[src/pec_pkg.sv]
// Constants, register map and function codes of the pulse event counter.
// Assumes a single 25 MHz clock domain and an AXI4-Lite register bus.
// Function
// - Count pulses on inputs selected as trigger
// - Count restarts on reaching wrap value
// - Output code 18 on at wrap match
// - Output code 19 on at match value
// - Clear input code 28 zeroes count
package pec_pkg;
	localparam int CNT_W = 16;
	localparam int N_IN = 5;
	localparam int N_OUT = 3;
	localparam logic [7:0] A_FAST_TYPE = 8'h00;
	localparam logic [7:0] A_IN1_SEL = 8'h04;
	localparam logic [7:0] A_IN2_SEL = 8'h08;
	localparam logic [7:0] A_IN3_SEL = 8'h0C;
	localparam logic [7:0] A_IN4_SEL = 8'h10;
	localparam logic [7:0] A_FAST_SEL = 8'h14;
	localparam logic [7:0] A_TOUT_SEL = 8'h18;
	localparam logic [7:0] A_RLY1_SEL = 8'h1C;
	localparam logic [7:0] A_RLY2_SEL = 8'h20;
	localparam logic [7:0] A_WRAP = 8'h24;
	localparam logic [7:0] A_MATCH = 8'h28;
	localparam logic [7:0] A_COUNT = 8'h2C;
	localparam logic [7:0] A_IRQ_STAT = 8'h30;
	localparam logic [7:0] A_IRQ_MASK = 8'h34;
	localparam logic [15:0] RST_IN1_SEL = 16'h0001;
	localparam logic [15:0] RST_IN2_SEL = 16'h0004;
	localparam logic [15:0] RST_IN3_SEL = 16'h0007;
	localparam logic [15:0] RST_RLY1_SEL = 16'h0001;
	localparam logic [15:0] RST_RLY2_SEL = 16'h0005;
	localparam logic [15:0] FN_CLEAR = 16'h001C;
	localparam logic [15:0] FN_TRIGGER = 16'h001F;
	localparam logic [15:0] FN_WRAP_HIT = 16'h0012;
	localparam logic [15:0] FN_MATCH_HIT = 16'h0013;
	localparam logic [15:0] FAST_DIGITAL = 16'h0001;
	// Interrupt status bits
	localparam int IRQ_W = 3;
	localparam int IRQ_WRAP = 0;
	localparam int IRQ_MATCH = 1;
	localparam int IRQ_CLEAR = 2;
	localparam logic [1:0] RESP_OKAY = 2'h0;
	localparam logic [1:0] RESP_SLVERR = 2'h2;
endpackage

[src/pec_counter.sv]
// Pulse event counter top: AXI4-Lite slave, input function decode,
// counting, output function drive and interrupts.
// Assumes pins are asynchronous; all else runs on aclk.
//
// Added by the designer: the AXI4-Lite slave port and the placing of the registers.
`timescale 1ns/1ps
`default_nettype none
module pec_counter (
	input wire logic aclk, // Clock, 25 MHz
	input wire logic aresetn, // Synchronous reset, active low
	input wire logic [31:0] s_axi_awaddr, // Write address
	input wire logic s_axi_awvalid, // Write address valid
	output logic s_axi_awready, // Write address ready
	input wire logic [31:0] s_axi_wdata, // Write data
	input wire logic [3:0] s_axi_wstrb, // Write byte strobes
	input wire logic s_axi_wvalid, // Write data valid
	output logic s_axi_wready, // Write data ready
	output logic [1:0] s_axi_bresp, // Write response
	output logic s_axi_bvalid, // Write response valid
	input wire logic s_axi_bready, // Write response ready
	input wire logic [31:0] s_axi_araddr, // Read address
	input wire logic s_axi_arvalid, // Read address valid
	output logic s_axi_arready, // Read address ready
	output logic [31:0] s_axi_rdata, // Read data
	output logic [1:0] s_axi_rresp, // Read response
	output logic s_axi_rvalid, // Read data valid
	input wire logic s_axi_rready, // Read data ready
	input wire logic digital_input_1, // Pin
	input wire logic digital_input_2, // Pin
	input wire logic digital_input_3, // Pin
	input wire logic digital_input_4, // Pin
	input wire logic fast_input, // Dual-use fast input pin
	output logic transistor_output, // Output function pin
	output logic relay_output_1, // Output function pin
	output logic relay_output_2, // Output function pin
	output logic irq // Level interrupt
);
	localparam int W = pec_pkg::CNT_W;
	typedef struct packed {
		logic [W-1:0] fast_type;
		logic [pec_pkg::N_IN-1:0][W-1:0] in_sel;
		logic [pec_pkg::N_OUT-1:0][W-1:0] out_sel;
		logic [W-1:0] wrap;
		logic [W-1:0] match;
		logic [W-1:0] count;
		logic [pec_pkg::IRQ_W-1:0] stat;
		logic [pec_pkg::IRQ_W-1:0] mask;
		logic [pec_pkg::N_OUT-1:0] outs;
		logic aw_got;
		logic [7:0] aw_addr;
		logic w_got;
		logic [31:0] w_data;
		logic [3:0] w_strb;
		logic bvalid;
		logic [1:0] bresp;
		logic rvalid;
		logic [1:0] rresp;
		logic [31:0] rdata;
	} pec_state_t;
	pec_state_t st_q, st_d;
	logic [pec_pkg::N_IN-1:0] pin_lvl, pin_rise, trig, clr_lvl;
	pec_sync #(.W(pec_pkg::N_IN)) u_sync (
		.aclk(aclk),
		.aresetn(aresetn),
		.pin_in({fast_input, digital_input_4, digital_input_3, digital_input_2,
			digital_input_1}),
		.level_out(pin_lvl),
		.rise_out(pin_rise)
	);

	// Writes merge byte strobes into a 16-bit field
	function automatic logic [W-1:0] merge(input logic [W-1:0] old,
		input logic [31:0] d, input logic [3:0] s);
		logic [W-1:0] r;
		r = old;
		if (s[0]) r[7:0] = d[7:0];
		if (s[1]) r[15:8] = d[15:8];
		return r;
	endfunction

	// Output function decode, used for each output pin
	function automatic logic drive_of(input logic [W-1:0] sel, input logic wrap_hit,
		input logic match_hit);
		logic r;
		r = 1'b0;
		if (sel == pec_pkg::FN_WRAP_HIT) r = wrap_hit;
		if (sel == pec_pkg::FN_MATCH_HIT) r = match_hit;
		return r;
	endfunction

	// The fast input acts as a plain digital input only in digital type
	genvar gi;
	generate
		for (gi = 0; gi < pec_pkg::N_IN; gi++) begin : g_in
			logic usable;
			if (gi == pec_pkg::N_IN - 1) begin : g_fast
				assign usable = (st_q.fast_type == pec_pkg::FAST_DIGITAL);
			end else begin : g_plain
				assign usable = 1'b1;
			end
			assign trig[gi] = usable && pin_rise[gi] &&
				(st_q.in_sel[gi] == pec_pkg::FN_TRIGGER);
			assign clr_lvl[gi] = usable && pin_lvl[gi] &&
				(st_q.in_sel[gi] == pec_pkg::FN_CLEAR);
		end
	endgenerate

	logic do_write, do_read, wrap_hit, match_hit, addr_ok;
	logic [W-1:0] cnt_inc, cnt_next, wr_val;
	logic [pec_pkg::IRQ_W-1:0] ev;
	logic [31:0] rd_val;
	assign do_write = st_q.aw_got && st_q.w_got && !st_q.bvalid;
	assign do_read = s_axi_arvalid && !st_q.rvalid;

	always_comb begin
		st_d = st_q;
		ev = '0;
		addr_ok = 1'b1;
		rd_val = '0;
		wr_val = '0;
		// Address and data are taken independently, held until the write retires
		if (s_axi_awvalid && !st_q.aw_got) begin
			st_d.aw_got = 1'b1;
			st_d.aw_addr = s_axi_awaddr[7:0];
		end
		if (s_axi_wvalid && !st_q.w_got) begin
			st_d.w_got = 1'b1;
			st_d.w_data = s_axi_wdata;
			st_d.w_strb = s_axi_wstrb;
		end
		if (do_write) begin
			st_d.aw_got = 1'b0;
			st_d.w_got = 1'b0;
			st_d.bvalid = 1'b1;
			st_d.bresp = pec_pkg::RESP_OKAY;
			case (st_q.aw_addr)
				pec_pkg::A_FAST_TYPE: st_d.fast_type = merge(st_q.fast_type, st_q.w_data,
					st_q.w_strb);
				pec_pkg::A_IN1_SEL: st_d.in_sel[0] = merge(st_q.in_sel[0], st_q.w_data,
					st_q.w_strb);
				pec_pkg::A_IN2_SEL: st_d.in_sel[1] = merge(st_q.in_sel[1], st_q.w_data,
					st_q.w_strb);
				pec_pkg::A_IN3_SEL: st_d.in_sel[2] = merge(st_q.in_sel[2], st_q.w_data,
					st_q.w_strb);
				pec_pkg::A_IN4_SEL: st_d.in_sel[3] = merge(st_q.in_sel[3], st_q.w_data,
					st_q.w_strb);
				pec_pkg::A_FAST_SEL: st_d.in_sel[4] = merge(st_q.in_sel[4], st_q.w_data,
					st_q.w_strb);
				pec_pkg::A_TOUT_SEL: st_d.out_sel[0] = merge(st_q.out_sel[0], st_q.w_data,
					st_q.w_strb);
				pec_pkg::A_RLY1_SEL: st_d.out_sel[1] = merge(st_q.out_sel[1], st_q.w_data,
					st_q.w_strb);
				pec_pkg::A_RLY2_SEL: st_d.out_sel[2] = merge(st_q.out_sel[2], st_q.w_data,
					st_q.w_strb);
				pec_pkg::A_WRAP: begin
					// Lowering the wrap below the match drags the match down with it
					wr_val = merge(st_q.wrap, st_q.w_data, st_q.w_strb);
					st_d.wrap = wr_val;
					if (st_q.match > wr_val) st_d.match = wr_val;
				end
				pec_pkg::A_MATCH: begin
					wr_val = merge(st_q.match, st_q.w_data, st_q.w_strb);
					st_d.match = (wr_val > st_q.wrap) ? st_q.wrap : wr_val;
				end
				pec_pkg::A_IRQ_MASK: st_d.mask = st_q.w_data[pec_pkg::IRQ_W-1:0];
				pec_pkg::A_COUNT, pec_pkg::A_IRQ_STAT: st_d.bresp = pec_pkg::RESP_SLVERR;
				default: st_d.bresp = pec_pkg::RESP_SLVERR;
			endcase
		end
		if (st_q.bvalid && s_axi_bready) st_d.bvalid = 1'b0;

		// Counting: clear dominates, then wrap on reaching the set value
		cnt_inc = st_q.count + 16'h0001;
		cnt_next = st_q.count;
		if (|clr_lvl) begin
			cnt_next = '0;
			ev[pec_pkg::IRQ_CLEAR] = (st_q.count != '0);
		end else if (|trig) begin
			if (st_q.count >= st_q.wrap) begin
				cnt_next = '0;
			end else begin
				cnt_next = cnt_inc;
			end
			ev[pec_pkg::IRQ_WRAP] = (cnt_next == st_d.wrap);
			ev[pec_pkg::IRQ_MATCH] = (cnt_next == st_d.match);
		end
		st_d.count = cnt_next;
		wrap_hit = (cnt_next == st_d.wrap);
		match_hit = (cnt_next == st_d.match);
		for (int i = 0; i < pec_pkg::N_OUT; i++) begin
			st_d.outs[i] = drive_of(st_d.out_sel[i], wrap_hit, match_hit);
		end

		// Reads: status clears on read, but a new event in the same cycle wins
		if (st_q.rvalid && s_axi_rready) st_d.rvalid = 1'b0;
		if (do_read) begin
			case (s_axi_araddr[7:0])
				pec_pkg::A_FAST_TYPE: rd_val[W-1:0] = st_q.fast_type;
				pec_pkg::A_IN1_SEL: rd_val[W-1:0] = st_q.in_sel[0];
				pec_pkg::A_IN2_SEL: rd_val[W-1:0] = st_q.in_sel[1];
				pec_pkg::A_IN3_SEL: rd_val[W-1:0] = st_q.in_sel[2];
				pec_pkg::A_IN4_SEL: rd_val[W-1:0] = st_q.in_sel[3];
				pec_pkg::A_FAST_SEL: rd_val[W-1:0] = st_q.in_sel[4];
				pec_pkg::A_TOUT_SEL: rd_val[W-1:0] = st_q.out_sel[0];
				pec_pkg::A_RLY1_SEL: rd_val[W-1:0] = st_q.out_sel[1];
				pec_pkg::A_RLY2_SEL: rd_val[W-1:0] = st_q.out_sel[2];
				pec_pkg::A_WRAP: rd_val[W-1:0] = st_q.wrap;
				pec_pkg::A_MATCH: rd_val[W-1:0] = st_q.match;
				pec_pkg::A_COUNT: rd_val[W-1:0] = st_q.count;
				pec_pkg::A_IRQ_STAT: rd_val[pec_pkg::IRQ_W-1:0] = st_q.stat;
				pec_pkg::A_IRQ_MASK: rd_val[pec_pkg::IRQ_W-1:0] = st_q.mask;
				default: addr_ok = 1'b0;
			endcase
			st_d.rvalid = 1'b1;
			st_d.rdata = rd_val;
			st_d.rresp = addr_ok ? pec_pkg::RESP_OKAY : pec_pkg::RESP_SLVERR;
			if (s_axi_araddr[7:0] == pec_pkg::A_IRQ_STAT) st_d.stat = '0;
		end
		st_d.stat = st_d.stat | ev;
	end

	always_ff @(posedge aclk) begin
		if (!aresetn) begin
			st_q <= '0;
			st_q.in_sel[0] <= pec_pkg::RST_IN1_SEL;
			st_q.in_sel[1] <= pec_pkg::RST_IN2_SEL;
			st_q.in_sel[2] <= pec_pkg::RST_IN3_SEL;
			st_q.out_sel[1] <= pec_pkg::RST_RLY1_SEL;
			st_q.out_sel[2] <= pec_pkg::RST_RLY2_SEL;
		end else begin
			st_q <= st_d;
		end
	end

	assign s_axi_awready = !st_q.aw_got;
	assign s_axi_wready = !st_q.w_got;
	assign s_axi_bvalid = st_q.bvalid;
	assign s_axi_bresp = st_q.bresp;
	assign s_axi_arready = !st_q.rvalid;
	assign s_axi_rvalid = st_q.rvalid;
	assign s_axi_rdata = st_q.rdata;
	assign s_axi_rresp = st_q.rresp;
	assign transistor_output = st_q.outs[0];
	assign relay_output_1 = st_q.outs[1];
	assign relay_output_2 = st_q.outs[2];
	assign irq = |(st_q.stat & st_q.mask);

	a_count_wraps: assert property (@(posedge aclk) disable iff (!aresetn)
		(!(|clr_lvl) && (|trig) && st_q.count >= st_q.wrap) |=> (st_q.count == '0))
		else $error("count did not restart at wrap value");
	a_count_steps: assert property (@(posedge aclk) disable iff (!aresetn)
		(!(|clr_lvl) && (|trig) && st_q.count < st_q.wrap) |=>
		(st_q.count == $past(st_q.count) + 16'h0001))
		else $error("count did not step by one");
	a_idle_holds: assert property (@(posedge aclk) disable iff (!aresetn)
		(!(|clr_lvl) && !(|trig)) |=> $stable(st_q.count))
		else $error("count moved without a pulse");
	a_clear_zero: assert property (@(posedge aclk) disable iff (!aresetn)
		(|clr_lvl) |=> (st_q.count == '0))
		else $error("clear input did not zero count");
	a_fast_gated: assert property (@(posedge aclk) disable iff (!aresetn)
		(st_q.fast_type != pec_pkg::FAST_DIGITAL) |-> !trig[pec_pkg::N_IN-1])
		else $error("fast input counted in pulse type");
	a_wrap_output: assert property (@(posedge aclk) disable iff (!aresetn)
		(st_q.out_sel[0] == pec_pkg::FN_WRAP_HIT && st_q.count == st_q.wrap)
		|-> transistor_output)
		else $error("transistor output off at wrap match");
	a_match_output: assert property (@(posedge aclk) disable iff (!aresetn)
		(st_q.out_sel[1] == pec_pkg::FN_MATCH_HIT) |->
		(relay_output_1 == (st_q.count == st_q.match)))
		else $error("relay 1 wrong for match value");
	a_match_bound: assert property (@(posedge aclk) disable iff (!aresetn)
		st_q.match <= st_q.wrap)
		else $error("match value above wrap value");
endmodule
`default_nettype wire

[src/pec_sync.sv]
// Two-flop synchroniser with edge detect on the second stage output.
// Assumes the input is asynchronous to aclk.
`timescale 1ns/1ps
`default_nettype none
module pec_sync #(
	parameter int W = 5
) (
	input wire logic aclk, // Clock
	input wire logic aresetn, // Synchronous reset, active low
	input wire logic [W-1:0] pin_in, // Raw pins
	output logic [W-1:0] level_out, // Synchronised level
	output logic [W-1:0] rise_out // One-cycle rising edge
);
	typedef struct packed {
		logic [W-1:0] s1;
		logic [W-1:0] s2;
		logic [W-1:0] s3;
	} pec_sync_t;
	pec_sync_t st_q, st_d;
	always_comb begin
		st_d = st_q;
		st_d.s1 = pin_in;
		st_d.s2 = st_q.s1;
		st_d.s3 = st_q.s2;
	end
	always_ff @(posedge aclk) begin
		if (!aresetn) begin
			st_q <= '0;
		end else begin
			st_q <= st_d;
		end
	end
	assign level_out = st_q.s2;
	assign rise_out = st_q.s2 & ~st_q.s3;
endmodule
`default_nettype wire

[config.mk]
export PLATFORM = sky130hd
export DESIGN_NAME = pec_counter
export DESIGN_NICKNAME = d
export VERILOG_FILES = /design/src/pec_pkg.sv /design/src/pec_counter.sv /design/src/pec_sync.sv
export SDC_FILE = /design/constraint.sdc
export NUM_CORES = 1
export LEC_CHECK = 0
export BUFFER_PORTS_ARGS = -buffer_cell sky130_fd_sc_hd__buf_2
export CAP_MARGIN = 20
export CORE_UTILIZATION = 58
export CTS_CLUSTER_DIAMETER = 120
export DETAILED_ROUTE_END_ITERATION = 8
export PLACE_DENSITY = 0.79
export SLEW_MARGIN = 20
export SYNTH_ARGS = -nofsm -noshare
export SYNTH_HDL_FRONTEND = slang
export SYNTH_SLANG_ARGS = --single-unit
[constraint.sdc]
create_clock -name aclk -period 7.5 [get_ports aclk]
set_input_delay 0.375 -clock aclk [delete_from_list [all_inputs] [get_ports aclk]]
set_output_delay 0.375 -clock aclk [all_outputs]
set_load 0.02 [all_outputs]
# Word level (Yosys, flattened, before mapping)

Index checks and enable logic that the tools add are counted.

Register bits: 266
Bits of input ports: 112
Output and inout bits: 45
Word-level logic and storage cells: 185

$add $sub $neg: 1
Order comparisons: 3
Equal/unequal tests: 45
Mux-type cells: 50
Bitwise operators: 5
Reductions and logical operators: 47

Operators with widths:

| cell                  | count |
|---|---|
| $eq 16x5->1 const B   | 16 |
| $mux 16               | 11 |
| $pmux 13 s12          | 1 |
| $mux 8                | 18 |
| $eq 8x6->1 const B    | 10 |
| $mux 80               | 1 |
| $eq 16x16->1          | 4 |
| $eq 8x5->1 const B    | 8 |
| $pmux 3 s14           | 1 |
| $reduce_and 3->1      | 12 |
| $mux 35               | 1 |
| $eq 8x4->1 const B    | 4 |
| $gt 16x16->1          | 2 |
| $pmux 16 s2           | 1 |
| $logic_and 1x1->1     | 19 |
| $add 16x1->16 const B | 1 |
| $eq 16x1->1 const B   | 1 |
| $eq 8x3->1 const B    | 2 |
| $ge 16x16->1          | 1 |
| $logic_not 8->1       | 2 |
| $reduce_bool 16->1    | 1 |
| $reduce_or 14->1      | 1 |
| $reduce_or 12->1      | 1 |
| $mux 1                | 10 |
| 13 further kinds      | 22 |

# Longest topological paths before layout

Gate-level depths: netlist of run 1.

Depth after elaboration: 12
Gate-level depth with buffers: 18
Mapped depth without buffers: 15

# By module

A second synthesis of run 1 with hierarchy kept.

Cell total of the unflattened synthesis: 1808
Area total of the unflattened synthesis: 15772.6 um^2

By module, submodules not included:

| module      | times used | cells an instance | area each (um^2) | sequential area each (um^2) |
|---|---|---|---|---|
| pec_counter | 1          | 1767              | 15284.7          | 4984.8 |
| pec_sync    | 1          | 41                | 488.0            | 300.3 |

# Worst setup path before layout of run 1

OpenSTA, ideal clock, no wires.

Kind: reg2reg
Start: register st_q[38] (netlist name)
End: register st_q (netlist bit relay_output_1)
Setup time: 100 ps
Arrival: 4519 ps
Required time: 7400 ps
Path slack: 2881 ps
Cell stages (with the launch flop): 16
Path buffers: 2
Clock period less this slack: 4619 ps
Cells stage by stage: dfxtp_1 > buf_1 > clkbuf_1 > mux2_2 > ha_1 > nand4_1 > or3_1 > o221a_2 > nor4_1 > nor3_4 > xnor2_1 > or4_1 > nand3_1 > nand4_1 > or4_4 > a2111oi_4

Longest elaborated chain between the ends: 9
Elaborated cells on any way between the ends: 21
Those cells by class: 2 x order compare; 4 x eq/ne; 15 x mux

Ends and longest elaborated chain:

| element                         | line                                   | source |
|---|---|---|
| start, declared                 | pec_counter.sv:60                      | `pec_state_t st_q, st_d;` |
| start signal, assigned          | pec_counter.sv:231                     | `st_q <= st_d;` |
| $mux 8                          | pec_counter.sv:76                      | `if (s[0]) r[7:0] = d[7:0];` |
| $mux 8                          | pec_counter.sv:136                     | `case (st_q.aw_addr)` |
| $mux 8                          | pec_counter.sv:131                     | `if (do_write) begin` |
| $gt 16x16->1 (on tied branches) | pec_counter.sv:163, pec_counter.sv:159 |  |
| $mux 16 (on tied branches)      | pec_counter.sv:163, pec_counter.sv:159 |  |
| $pmux 16 s2                     | pec_counter.sv:136                     |  |
| $mux 80 (*)                     | pec_counter.sv:131                     |  |
| $eq 16x16->1                    | pec_counter.sv:189                     | `match_hit = (cnt_next == st_d.match);` |
| $mux 1 (*)                      | pec_counter.sv:87                      | `if (sel == pec_pkg::FN_MATCH_HIT) r = match_hit;` |

Mark *: on every way between the ends. The rest lies on a longest branch, timed or not. The select of a mux whose other input is x is not followed.
A chain may end at the register's enable or synchronous reset.

# Worst setup path after layout of run 1

Start: register st_q[39] (netlist name)
End: register st_q (netlist bit relay_output_1)

Longest elaborated chain between the ends: 9
Elaborated cells on any way between the ends: 21
Those cells by class: 2 x order compare; 4 x eq/ne; 15 x mux

Ends and longest elaborated chain:

| element                         | line                                   | source |
|---|---|---|
| $mux 8                          | pec_counter.sv:77                      | `if (s[1]) r[15:8] = d[15:8];` |
| $mux 8                          | pec_counter.sv:136                     |  |
| $mux 8                          | pec_counter.sv:131                     |  |
| $gt 16x16->1 (on tied branches) | pec_counter.sv:163, pec_counter.sv:159 |  |
| $mux 16 (on tied branches)      | pec_counter.sv:163, pec_counter.sv:159 |  |
| $pmux 16 s2                     | pec_counter.sv:136                     |  |
| $mux 80 (*)                     | pec_counter.sv:131                     |  |
| $eq 16x16->1                    | pec_counter.sv:189                     |  |
| $mux 1 (*)                      | pec_counter.sv:87                      |  |

Marks and branches as above.

==> run_results.csv, run 1 <==
group,metric,value,unit
placement,pre_cts_slack,1.923,ns
hold_path,hold_path.class,"input pin to flip-flop",
power,peakVddDrop,0.0002589,V
synth,synth_top_area_share,35.36,%
cts,cts_tree,"yes",
cells_and_area,final_nets,1952,
cts,postCtsSetupBuffers,0,
synth,ys_top_cells_by_count,"nor2_1 (265), dfxtp_1 (264), mux2i_1 (165), nand2_1 (133), a21oi_1 (119)",
run,maxCapViolCount,0,
drt,ant_nets,0,
synth,yosys.cell_types.count,86,
cells_and_area,final.fill_count,2165,
critical_path,rrSetupSlack,1.72,ns
sta,tightestPinTransition,1.018,ns
global_routing,grt_max_degree,169,
synth,synth-edff-count,0,
global_routing,grt_pass1_vias,13248,
drt,vias,14354,
drt,drc,0,
critical_path,cp-startpoint,"st_q[39]",
power,swShare,25.11,%
sta,slew-limit-headroom,31.27,%
drt,route.detailed.wl_per_inst,24.01,µm
cells_and_area,seqCellArea,5285,µm²
sta,worst_hold_slack,0.005508,ns
global_routing,antenna_found_initial,1,
sta,rsz0062_at_grt,"no",
synth,synth_warnings,0,
drt,drtIter0Drc,1941,
synth,seq_area_frac_synth,35.36,%
cts,clk_latency,0.57,ns
critical_path,crit_required,7.97,ns
synth,synth_largest_area_cell,"dfxtp_1",
power,p_leak,6.967,nW
power,power.internal,2.259,mW
critical_path,r2r-start,"st_q[39]",
sta,setup_ws,1.723,ns
sta,maxSlewViolCount,0,
power,combPwrFrac,5.3,%
drt,vias_per_cell,6.701,
power,power_density,185.8,nW/µm²
die,start_util,59.19,%
power,clock_power_share,46.3,%
die,die_h,162.5,µm
cts,cts_buffer_depth,3,
synth,yosys-top-cells-area,"dfxtp_1 (35%), mux2i_1 (11%), nor2_1 (6.7%)",
critical_path,cp-end-kind,"flip-flop",
sta,tns,0,ns
synth,syn_avg_cell_area,8.360,µm²
run_status,status,"complete, no violations",
placement,port_buffers,72,
sta,hold_violations,0,
global_routing,overflow,0,
critical_path,reg2regPathDepth,15,
global_routing,grtUsageTotal,38.45,%
drt,drt_pre_antenna_iters,7,
critical_path,crit_fanout,23,
power,p_switching,0.7571,mW
synth,synth_seq_cells,264,
critical_path,rr_endpoint,"relay_output_1",
synth,syn-instance-count,1788,
cts,path_clk_slew,0.06,ns
placement,gp_congestion,1.035,
critical_path,path_class,"flip-flop to flip-flop",
die,dieArea,26420,µm²
power,p_seq_share,48.4,%
sta,fin_worst_skew,0.01989,ns
sta,fin_crit,5.777,ns
synth,ys_async_sr_fraction,0,%
cells_and_area,diodes,0,
global_routing,grt_pass1_wl,77710,µm
die,die_w,162.5,µm
cts,cts_root_buf,"clkbuf_16",
die,io_pins,157,
critical_path,startpoint_type,"flip-flop",
drt,totalWireLength,51430,µm
die,rows,58,
placement,dpl.hpwl,37180,µm
sta,setup-violations-final,0,
sta,max_freq,173.1,MHz
cts,cts.sinks,264,
cells_and_area,multi_input_area,8889,µm²
cells_and_area,drive_gt1_share,10.76,%
critical_path,worstPathArrival,6.24,ns
synth,post-synth-top-count-cell,"nor2_1",
cells_and_area,area_growth_syn_to_layout,8.597,%
cts,numCtsBuffers,28,
critical_path,crit_end,"relay_output_1",
synth,synth_ff_type,"dfxtp_1",
cts,cts.htree.levels,1,
die,core,25250,µm²
sta,period_share,77.03,%
synth,netlist_area,14950,µm²
[repair_timing]
action,CTS,global route
hold buffers,1,0
resized for setup,0,0
hold endpoints to repair,1,0
[through the flow]
stage / instance area [µm²] / power, mW / std cells / utilization [%]
6_report: 16230 / 3.016 / 2142 / 64.28
5_1_grt: 16230 / 3.090 / 2142 / 64.28
4_1_cts: 16230 / 3.008 / 2142 / 64.28
3_5_place_dp: 15290 / 1.643 / 2089 / 60.56
3_3_place_gp: 15290 / 1.639 / 2089 / 60.56
2_1_floorplan: 15010 / 1.588 / 1805 / -
[cell type report]
type / count / share of cell area (%)
Timing Repair Buffer: 98 / 3.515
Multi-Input combinational cell: 1360 / 54.76
Inverter: 38 / 0.9095
Tap cell: 330 / 2.544
Clock buffer: 41 / 4.987
Clock inverter: 11 / 0.7322
Sequential cell: 264 / 32.56
[worst max-delay path, stage by stage (launching register included)]
cell and delay [ns]:
dfxtp_1 0.99, mux2i_1 0.33, ha_1 0.41, nand4_1 0.20
or3_1 0.46, a21oi_2 0.18, or3_1 0.16, nand3_1 0.47
o21a_1 0.36, o21ai_1 0.08, buf_4 0.21, xor2_1 0.09
nor3_1 0.40, nand4_1 0.37, or4_4 0.63, a2111oi_4 0.33
[worst min path at each step]
stage	startpoint	slack [ns]	depth (start not counted)	to
floorplan	u_sync.st_d[5]	0.41	1	u_sync.level_out[0]
global placement	u_sync.st_d[5]	0.42	1	u_sync.level_out[0]
detailed placement	u_sync.st_d[5]	0.42	1	u_sync.level_out[0]
CTS	digital_input_4	0.01	2	u_sync.st_d[8]
global route	digital_input_1	0.007	2	u_sync.st_d[5]
finish	digital_input_3	0.006	2	u_sync.st_d[7]
[state kept, by name, indices dropped and copies added (netlist names), 5 cells and up]
name              cells
u_sync.st_d           5
u_sync.level_out      5
st_q                226
s_axi_rdata          16
u_sync.st_q           5
[cells by family after synthesis]
| kind of cell | Yosys count | synth area share [%] |
|---|---|---|
| AND/OR/NAND/NOR | 681 | 22.47 |
| AO/OA/AOI/OAI | 372 | 16.62 |
| flip-flops | 264 | 35.36 |
| multiplexers | 184 | 12.48 |
| buffers and inverters | 181 | 5.650 |
| XOR/XNOR | 55 | 3.223 |
| adder cells (fa/ha/maj) | 50 | 4.185 |
| other | 1 | 0.02509 |
[metal layers]
metal / global-route usage (%) / routed length, µm / share of wire, % / vias up
met3: 6.392 / 5687 / 11 / 210
met5: 0 / 13 / 0.025 / -
li1: - / - / - / 6412
met2: 59.73 / 22510 / 44 / 978
met4: 23.92 / 3561 / 6.9 / 2
met1: 49.76 / 19660 / 38 / 6752
[cell usage in the layout, fill, tap and decap left out, types with 23 or more instances in the layout]
master,Yosys,layout
a21oi_1,119,119
nand4_1,24,24
xor2_1,23,23
o21ai_0,39,39
mux2i_1,165,165
buf_2,20,72
a22oi_1,75,75
and2_1,23,23
xnor2_1,32,32
inv_1,37,37
nand3_1,59,59
nor4_1,32,32
buf_4,37,24
ha_1,50,50
dfxtp_1,264,264
nand2_1,133,133
clkbuf_16,0,28
nor2_1,265,265
nor3_1,37,37
[power by group through the flow]
stage          sequential (mW)  combinational [mW]  clock, mW
6_report                  1.46               0.159       1.40
3_3_place_gp              1.49               0.153          0
2_1_floorplan             1.46               0.131          0
5_1_grt                   1.46               0.170       1.46
3_5_place_dp              1.49               0.155          0
4_1_cts                   1.46               0.156       1.39
No activity file was read; power rests on OpenSTA's default activity.
==> inputs of run 2 (changes only) <==
==> constraint.sdc (replaced) <==
create_clock -name aclk -period 5.92 [get_ports aclk]
set_input_delay 0.296 -clock aclk [delete_from_list [all_inputs] [get_ports aclk]]
set_output_delay 0.296 -clock aclk [all_outputs]
set_load 0.02 [all_outputs]
==> run 2 against run 1 <==
Net effect:
- clock skew increased by 0.0026 ns
- flip-flop and latch count unchanged
- via count up 1.3%
- critical path depth decreased by 1
- worst setup slack lost 0.96 ns
- sequential share of layout area shrank 0.92 points
- hold slack better by 0.011 ns
- cell area grew 2.9%
- global-route usage up 0.39 points
- non-clock buffer count up 54
==> run_results.csv, run 2 (synthesis results as in run 1) <==
group,metric,value,unit
run_status,status,"complete, no violations",
placement,gp_congestion,1.042,
global_routing,grt_pass1_vias,13370,
drt,vias,14534,
global_routing,grtUsageTotal,38.84,%
critical_path,slowest_delay,0.74,ns
cts,cts.htree.levels,1,
global_routing,use_met3,7.716,%
cts,clk_latency,0.58,ns
critical_path,worstPathArrival,5.62,ns
cells_and_area,drive_gt1_share,11.54,%
sta,hold_violations,0,
cells_and_area,final_cell_mix,"nor2_1 (265), dfxtp_1 (264), mux2i_1 (165)",
critical_path,path_class,"flip-flop to flip-flop",
power,power_density,230.6,nW/µm²
sta,rsz0062_at_grt,"no",
drt,drtIter0Drc,1962,
critical_path,rr_endpoint,"relay_output_1",
cts,cts.sinks,264,
power,p_leak,7.203,nW
placement,pre_cts_slack,0.8773,ns
critical_path,crit_end,"relay_output_1",
cts,post_cts_resize_count,0,
cells_and_area,final_nets,2006,
cts,path_clk_slew,0.06,ns
sta,max_freq,194.1,MHz
cts,numCtsBuffers,28,
critical_path,reg2regPathDepth,14,
sta,period_share,87.03,%
drt,route.detailed.wl_per_inst,23.77,µm
global_routing,gr-max-usage-layer,"met2",
sta,setup_ws,0.7675,ns
global_routing,grt_use_met1,48.91,%
die,dieArea,26420,µm²
global_routing,grt_max_degree,84,
drt,ant_nets,0,
placement,port_buffers,72,
sta,fin_worst_skew,0.02248,ns
sta,maxSlewViolCount,0,
hold_path,hold_path.class,"input pin to flip-flop",
global_routing,antenna_found_initial,1,
cts,postCtsSetupBuffers,0,
critical_path,worstPathCellList,"mux2i_1, ha_1, nand4_1, nor2_1, a21o_1, or3_1, nand3_1, o21ai_0, a21oi_1, o211ai_1, nand3_1, nand4_1, or4_4, a2111oi_4",
cts,cts_root_buf,"clkbuf_16",
sta,worst_hold_slack,0.01684,ns
sta,fin_crit,5.152,ns
cells_and_area,final_common_cell,"nor2_1",
die,die_h,162.5,µm
run,maxCapViolCount,0,
critical_path,r2r-start,"st_q[39]",
critical_path,crit_fanout,16,
global_routing,met2_usage,62.80,%
critical_path,rrSetupSlack,0.77,ns
drt,drt_pre_antenna_iters,6,
cells_and_area,area_growth_syn_to_layout,11.77,%
die,core,25250,µm²
die,io_pins,157,
cts,cts_tree,"yes",
cells_and_area,final_util,66.16,%
critical_path,slowest_stage,"dfxtp_1",
global_routing,grt_pass1_wl,78710,µm
placement,dpl.hpwl,37460,µm
drt,drc,0,
drt,vias_per_cell,6.627,
critical_path,cp-startpoint,"st_q[39]",
cts,hold_buffers,35,
sta,tightestPinTransition,0.9358,ns
drt,totalWireLength,52140,µm
cells_and_area,diodes,0,
cells_and_area,largest_reg_flops,226,
sta,setup-violations-final,0,
die,rows,58,
power,peakVddDrop,0.0002474,V
sta,slew-limit-headroom,37.61,%
die,start_util,59.19,%
critical_path,startpoint_type,"flip-flop",
cells_and_area,top_register,"st_q",
critical_path,crit_required,6.39,ns
critical_path,cp-end-kind,"flip-flop",
die,die_w,162.5,µm
global_routing,overflow,0,
cts,cts_buffer_depth,3,
sta,tns,0,ns
==> run 2: stage by stage <==
stage          instances  power, mW  instance area [µm²]
3_5_place_dp        2109      2.085                15430
6_report            2193      3.853                16710
3_3_place_gp        2109      2.081                15430
5_1_grt             2193      3.944                16710
4_1_cts             2193      3.839                16710
2_1_floorplan       1805      2.012                15010
==> run 2: final cells by class <==
| class | instances | area [µm²] |
|---|---|---|
| multi-input combinational | 1360 | 8889 |
| fill | 2113 | 8547 |
| sequential | 264 | 5285 |
| timing repair buffer | 152 | 1049 |
| clock buffer | 36 | 770.7 |
| tap | 330 | 412.9 |
| clock inverter | 13 | 153.9 |
| inverter | 38 | 147.6 |
==> run 2: worst min path at each step <==
stage	startpoint	end	slack [ns]	cells after the start
2_1_floorplan	s_axi_rready	s_axi_rvalid	0.40	1
3_3_place_gp	u_sync.st_d[8]	u_sync.level_out[3]	0.42	1
3_5_place_dp	u_sync.st_d[5]	u_sync.level_out[0]	0.42	1
4_1_cts	s_axi_bready	s_axi_bvalid	0.0003	3
5_1_grt	s_axi_bready	s_axi_bvalid	0.03	3
6_report	s_axi_bready	s_axi_bvalid	0.02	3
==> run 2: worst max-delay path: cells and delay by family, from the launching register on <==
kind                       cells  cell delay (ns)
DFF                            1             0.74
adders and majority gates      1             0.37
and+or+nand+nor                7             1.77
muxes                          1             0.61
AOI/OAI and AO/OA              5             1.54
==> run 2: routing by layer <==
layer,vias up,share of wire [%]
met5,-,0.021
met4,2,6.0
met3,207,11
met2,945,45
met1,6865,38
li1,6515,-
==> run 2: where the power goes <==
| part | leakage (nW) | internal (mW) | switching [mW] |
|---|---|---|---|
| clock | 0.442 | 1.01 | 0.769 |
| combinational | 4.63 | 0.0862 | 0.148 |
| sequential | 2.13 | 1.79 | 0.0468 |
| total | 7.20 | 2.89 | 0.964 |
==> inputs of run 3 (changes only) <==
--- a/config.mk
+++ b/config.mk
@@ -11,6 +11,7 @@
 export CTS_CLUSTER_DIAMETER = 120
 export DETAILED_ROUTE_END_ITERATION = 8
 export PLACE_DENSITY = 0.79
+export REMOVE_ABC_BUFFERS = 1
 export SLEW_MARGIN = 20
 export SYNTH_ARGS = -nofsm -noshare
 export SYNTH_HDL_FRONTEND = slang
==> run 3 against run 2 <==
Net effect:
- register-to-register slack worse by 0.19 ns
- global-route usage rose by 1.2 points
- sequential share of layout area decreased by 0.37 points
- non-clock buffer count rose by 17
- flip-flop and latch count is the same
- worst setup slack lost 0.19 ns
- sequential power is essentially flat
==> run_results.csv, run 3 (synthesis results as in run 1) <==
group,metric,value,unit
cts,path_clk_slew,0.07,ns
die,rows,58,
cts,post_cts_resize_count,0,
power,power_density,234.3,nW/µm²
drt,vias,14760,
placement,dpl.hpwl,38150,µm
die,core,25250,µm²
cells_and_area,final_util,66.94,%
power,peakVddDrop,0.0002481,V
cells_and_area,top_register,"st_q",
cts,cts_buffer_depth,3,
critical_path,startpoint_type,"flip-flop",
die,dieArea,26420,µm²
cells_and_area,final_nets,2023,
cts,clk_latency,0.58,ns
sta,slew-limit-headroom,24.75,%
cts,cts_tree,"yes",
global_routing,antenna_found_initial,1,
sta,setup-violations-final,0,
global_routing,grt_max_degree,105,
cells_and_area,largest_reg_flops,226,
drt,route.detailed.wl_per_inst,24.24,µm
critical_path,worstPathArrival,5.80,ns
run,maxCapViolCount,0,
sta,fin_crit,5.345,ns
critical_path,reg2regPathDepth,15,
critical_path,cp-end-kind,"flip-flop",
drt,drc,0,
cts,cts_root_buf,"clkbuf_16",
sta,period_share,90.28,%
global_routing,grt_pass1_wl,80540,µm
run_status,status,"complete, no violations",
cells_and_area,diodes,0,
cells_and_area,final.fill_count,2059,
placement,gp_congestion,1.035,
critical_path,crit_required,6.38,ns
cells_and_area,drive_gt1_share,12.48,%
die,start_util,59.19,%
die,die_w,162.5,µm
cts,cts.htree.levels,1,
drt,vias_per_cell,6.670,
cts,numCtsBuffers,28,
critical_path,slowest_delay,0.66,ns
drt,totalWireLength,53650,µm
cells_and_area,area_growth_syn_to_layout,13.10,%
global_routing,grt_pass1_vias,13671,
global_routing,grtUsageTotal,40.04,%
sta,fin_worst_skew,0.02621,ns
cells_and_area,final_cell_mix,"nor2_1 (265), dfxtp_1 (264), mux2i_1 (165)",
drt,ant_nets,0,
critical_path,worstPathCellList,"buf_4, mux2_2, ha_1, a21oi_1, o21ai_0, a221oi_1, o221ai_2, nand2_2, mux2_2, a21oi_1, o211ai_1, nand3_1, nand4_1, or4_4, a2111oi_4",
sta,tightestPinTransition,1.129,ns
cts,cts.sinks,264,
cells_and_area,final_common_cell,"nor2_1",
sta,hold_violations,0,
sta,max_freq,187.1,MHz
sta,rsz0062_at_grt,"no",
die,io_pins,157,
critical_path,crit_fanout,19,
drt,drt_pre_antenna_iters,6,
drt,drtIter0Drc,2000,
hold_path,hold_path.class,"input pin to flip-flop",
sta,maxSlewViolCount,0,
critical_path,path_class,"flip-flop to flip-flop",
sta,tns,0,ns
placement,port_buffers,72,
hold_path,hold_depth,3,
die,die_h,162.5,µm
global_routing,overflow,0,
power,p_leak,7.325,nW
critical_path,slowest_stage,"a21oi_1",
-- run 3: cell count changes in the layout (fill, tap and decap cells not counted), sizes merged --
cell      change
buf          +17
bufinv        +1
clkbuf        +3
clkinvlp      -1
-- run 3: cell type report --
type | count | area [µm²] | share of cell area (%)
multi-input combinational | 1360 | 8889 | 52.58
timing repair buffer | 169 | 1176 | 6.957
tap | 330 | 412.9 | 2.442
clock buffer | 39 | 812.0 | 4.803
clock inverter | 13 | 183.9 | 1.088
sequential | 264 | 5285 | 31.26
inverter | 38 | 147.6 | 0.8733
-- run 3: worst paths after layout --
path	startpoint	to	slack (ns)
max	st_q[38]	relay_output_1	0.58
min reg2reg	u_sync.st_d[8]	u_sync.level_out[3]	0.44
min	s_axi_arvalid	s_axi_rvalid	0.009
max reg2reg	st_q[38]	relay_output_1	0.58
-- run 3: critical path: cells and delay by family, from the launching register on --
family,cells,cell delay (ns)
AOI/OAI and AO/OA,7,2.11
adders and majority gates,1,0.31
buffers and inverters,1,0.31
DFF,1,0.36
muxes,2,0.76
and+or+nand+nor,4,1.36
-- run 3: through the flow --
stage          setup slack, ns  area (µm²)  std cells  hold WS (ns)  power [mW]
6_report                0.5754       16910       2213      0.009488       3.960
3_3_place_gp            0.8744       15560       2126        0.4208       2.093
2_1_floorplan           0.4949       14310       1662        0.3579       1.986
3_5_place_dp            0.7433       15560       2126        0.4268       2.098
5_1_grt                 0.5147       16910       2213       0.01950       4.048
4_1_cts                 0.7264       16910       2213   0.000002831       3.957
-- run 3: per-layer routing --
metal	part of all wire (%)	wire length, µm	GRT usage [%]	vias up
li1	-	-	-	6555
met1	38	20330	50.15	6986
met2	45	23950	64.39	997
met3	11	5936	8.429	222
met4	6.4	3430	21.62	0
met5	0	0	0	-
-- run 3: timing repair --
action / 4_1_cts / 5_1_grt
endpoints found under the hold margin: 35 / 0
setup buffers: 0 / 0
hold buffers: 35 / 0
-- run 3: power by group --
group	internal, mW	leakage [nW]	switching (mW)
Clock	1.10	0.481	0.772
Combinational	0.0918	4.71	0.181
Sequential	1.79	2.13	0.0240
Total	2.98	7.33	0.978
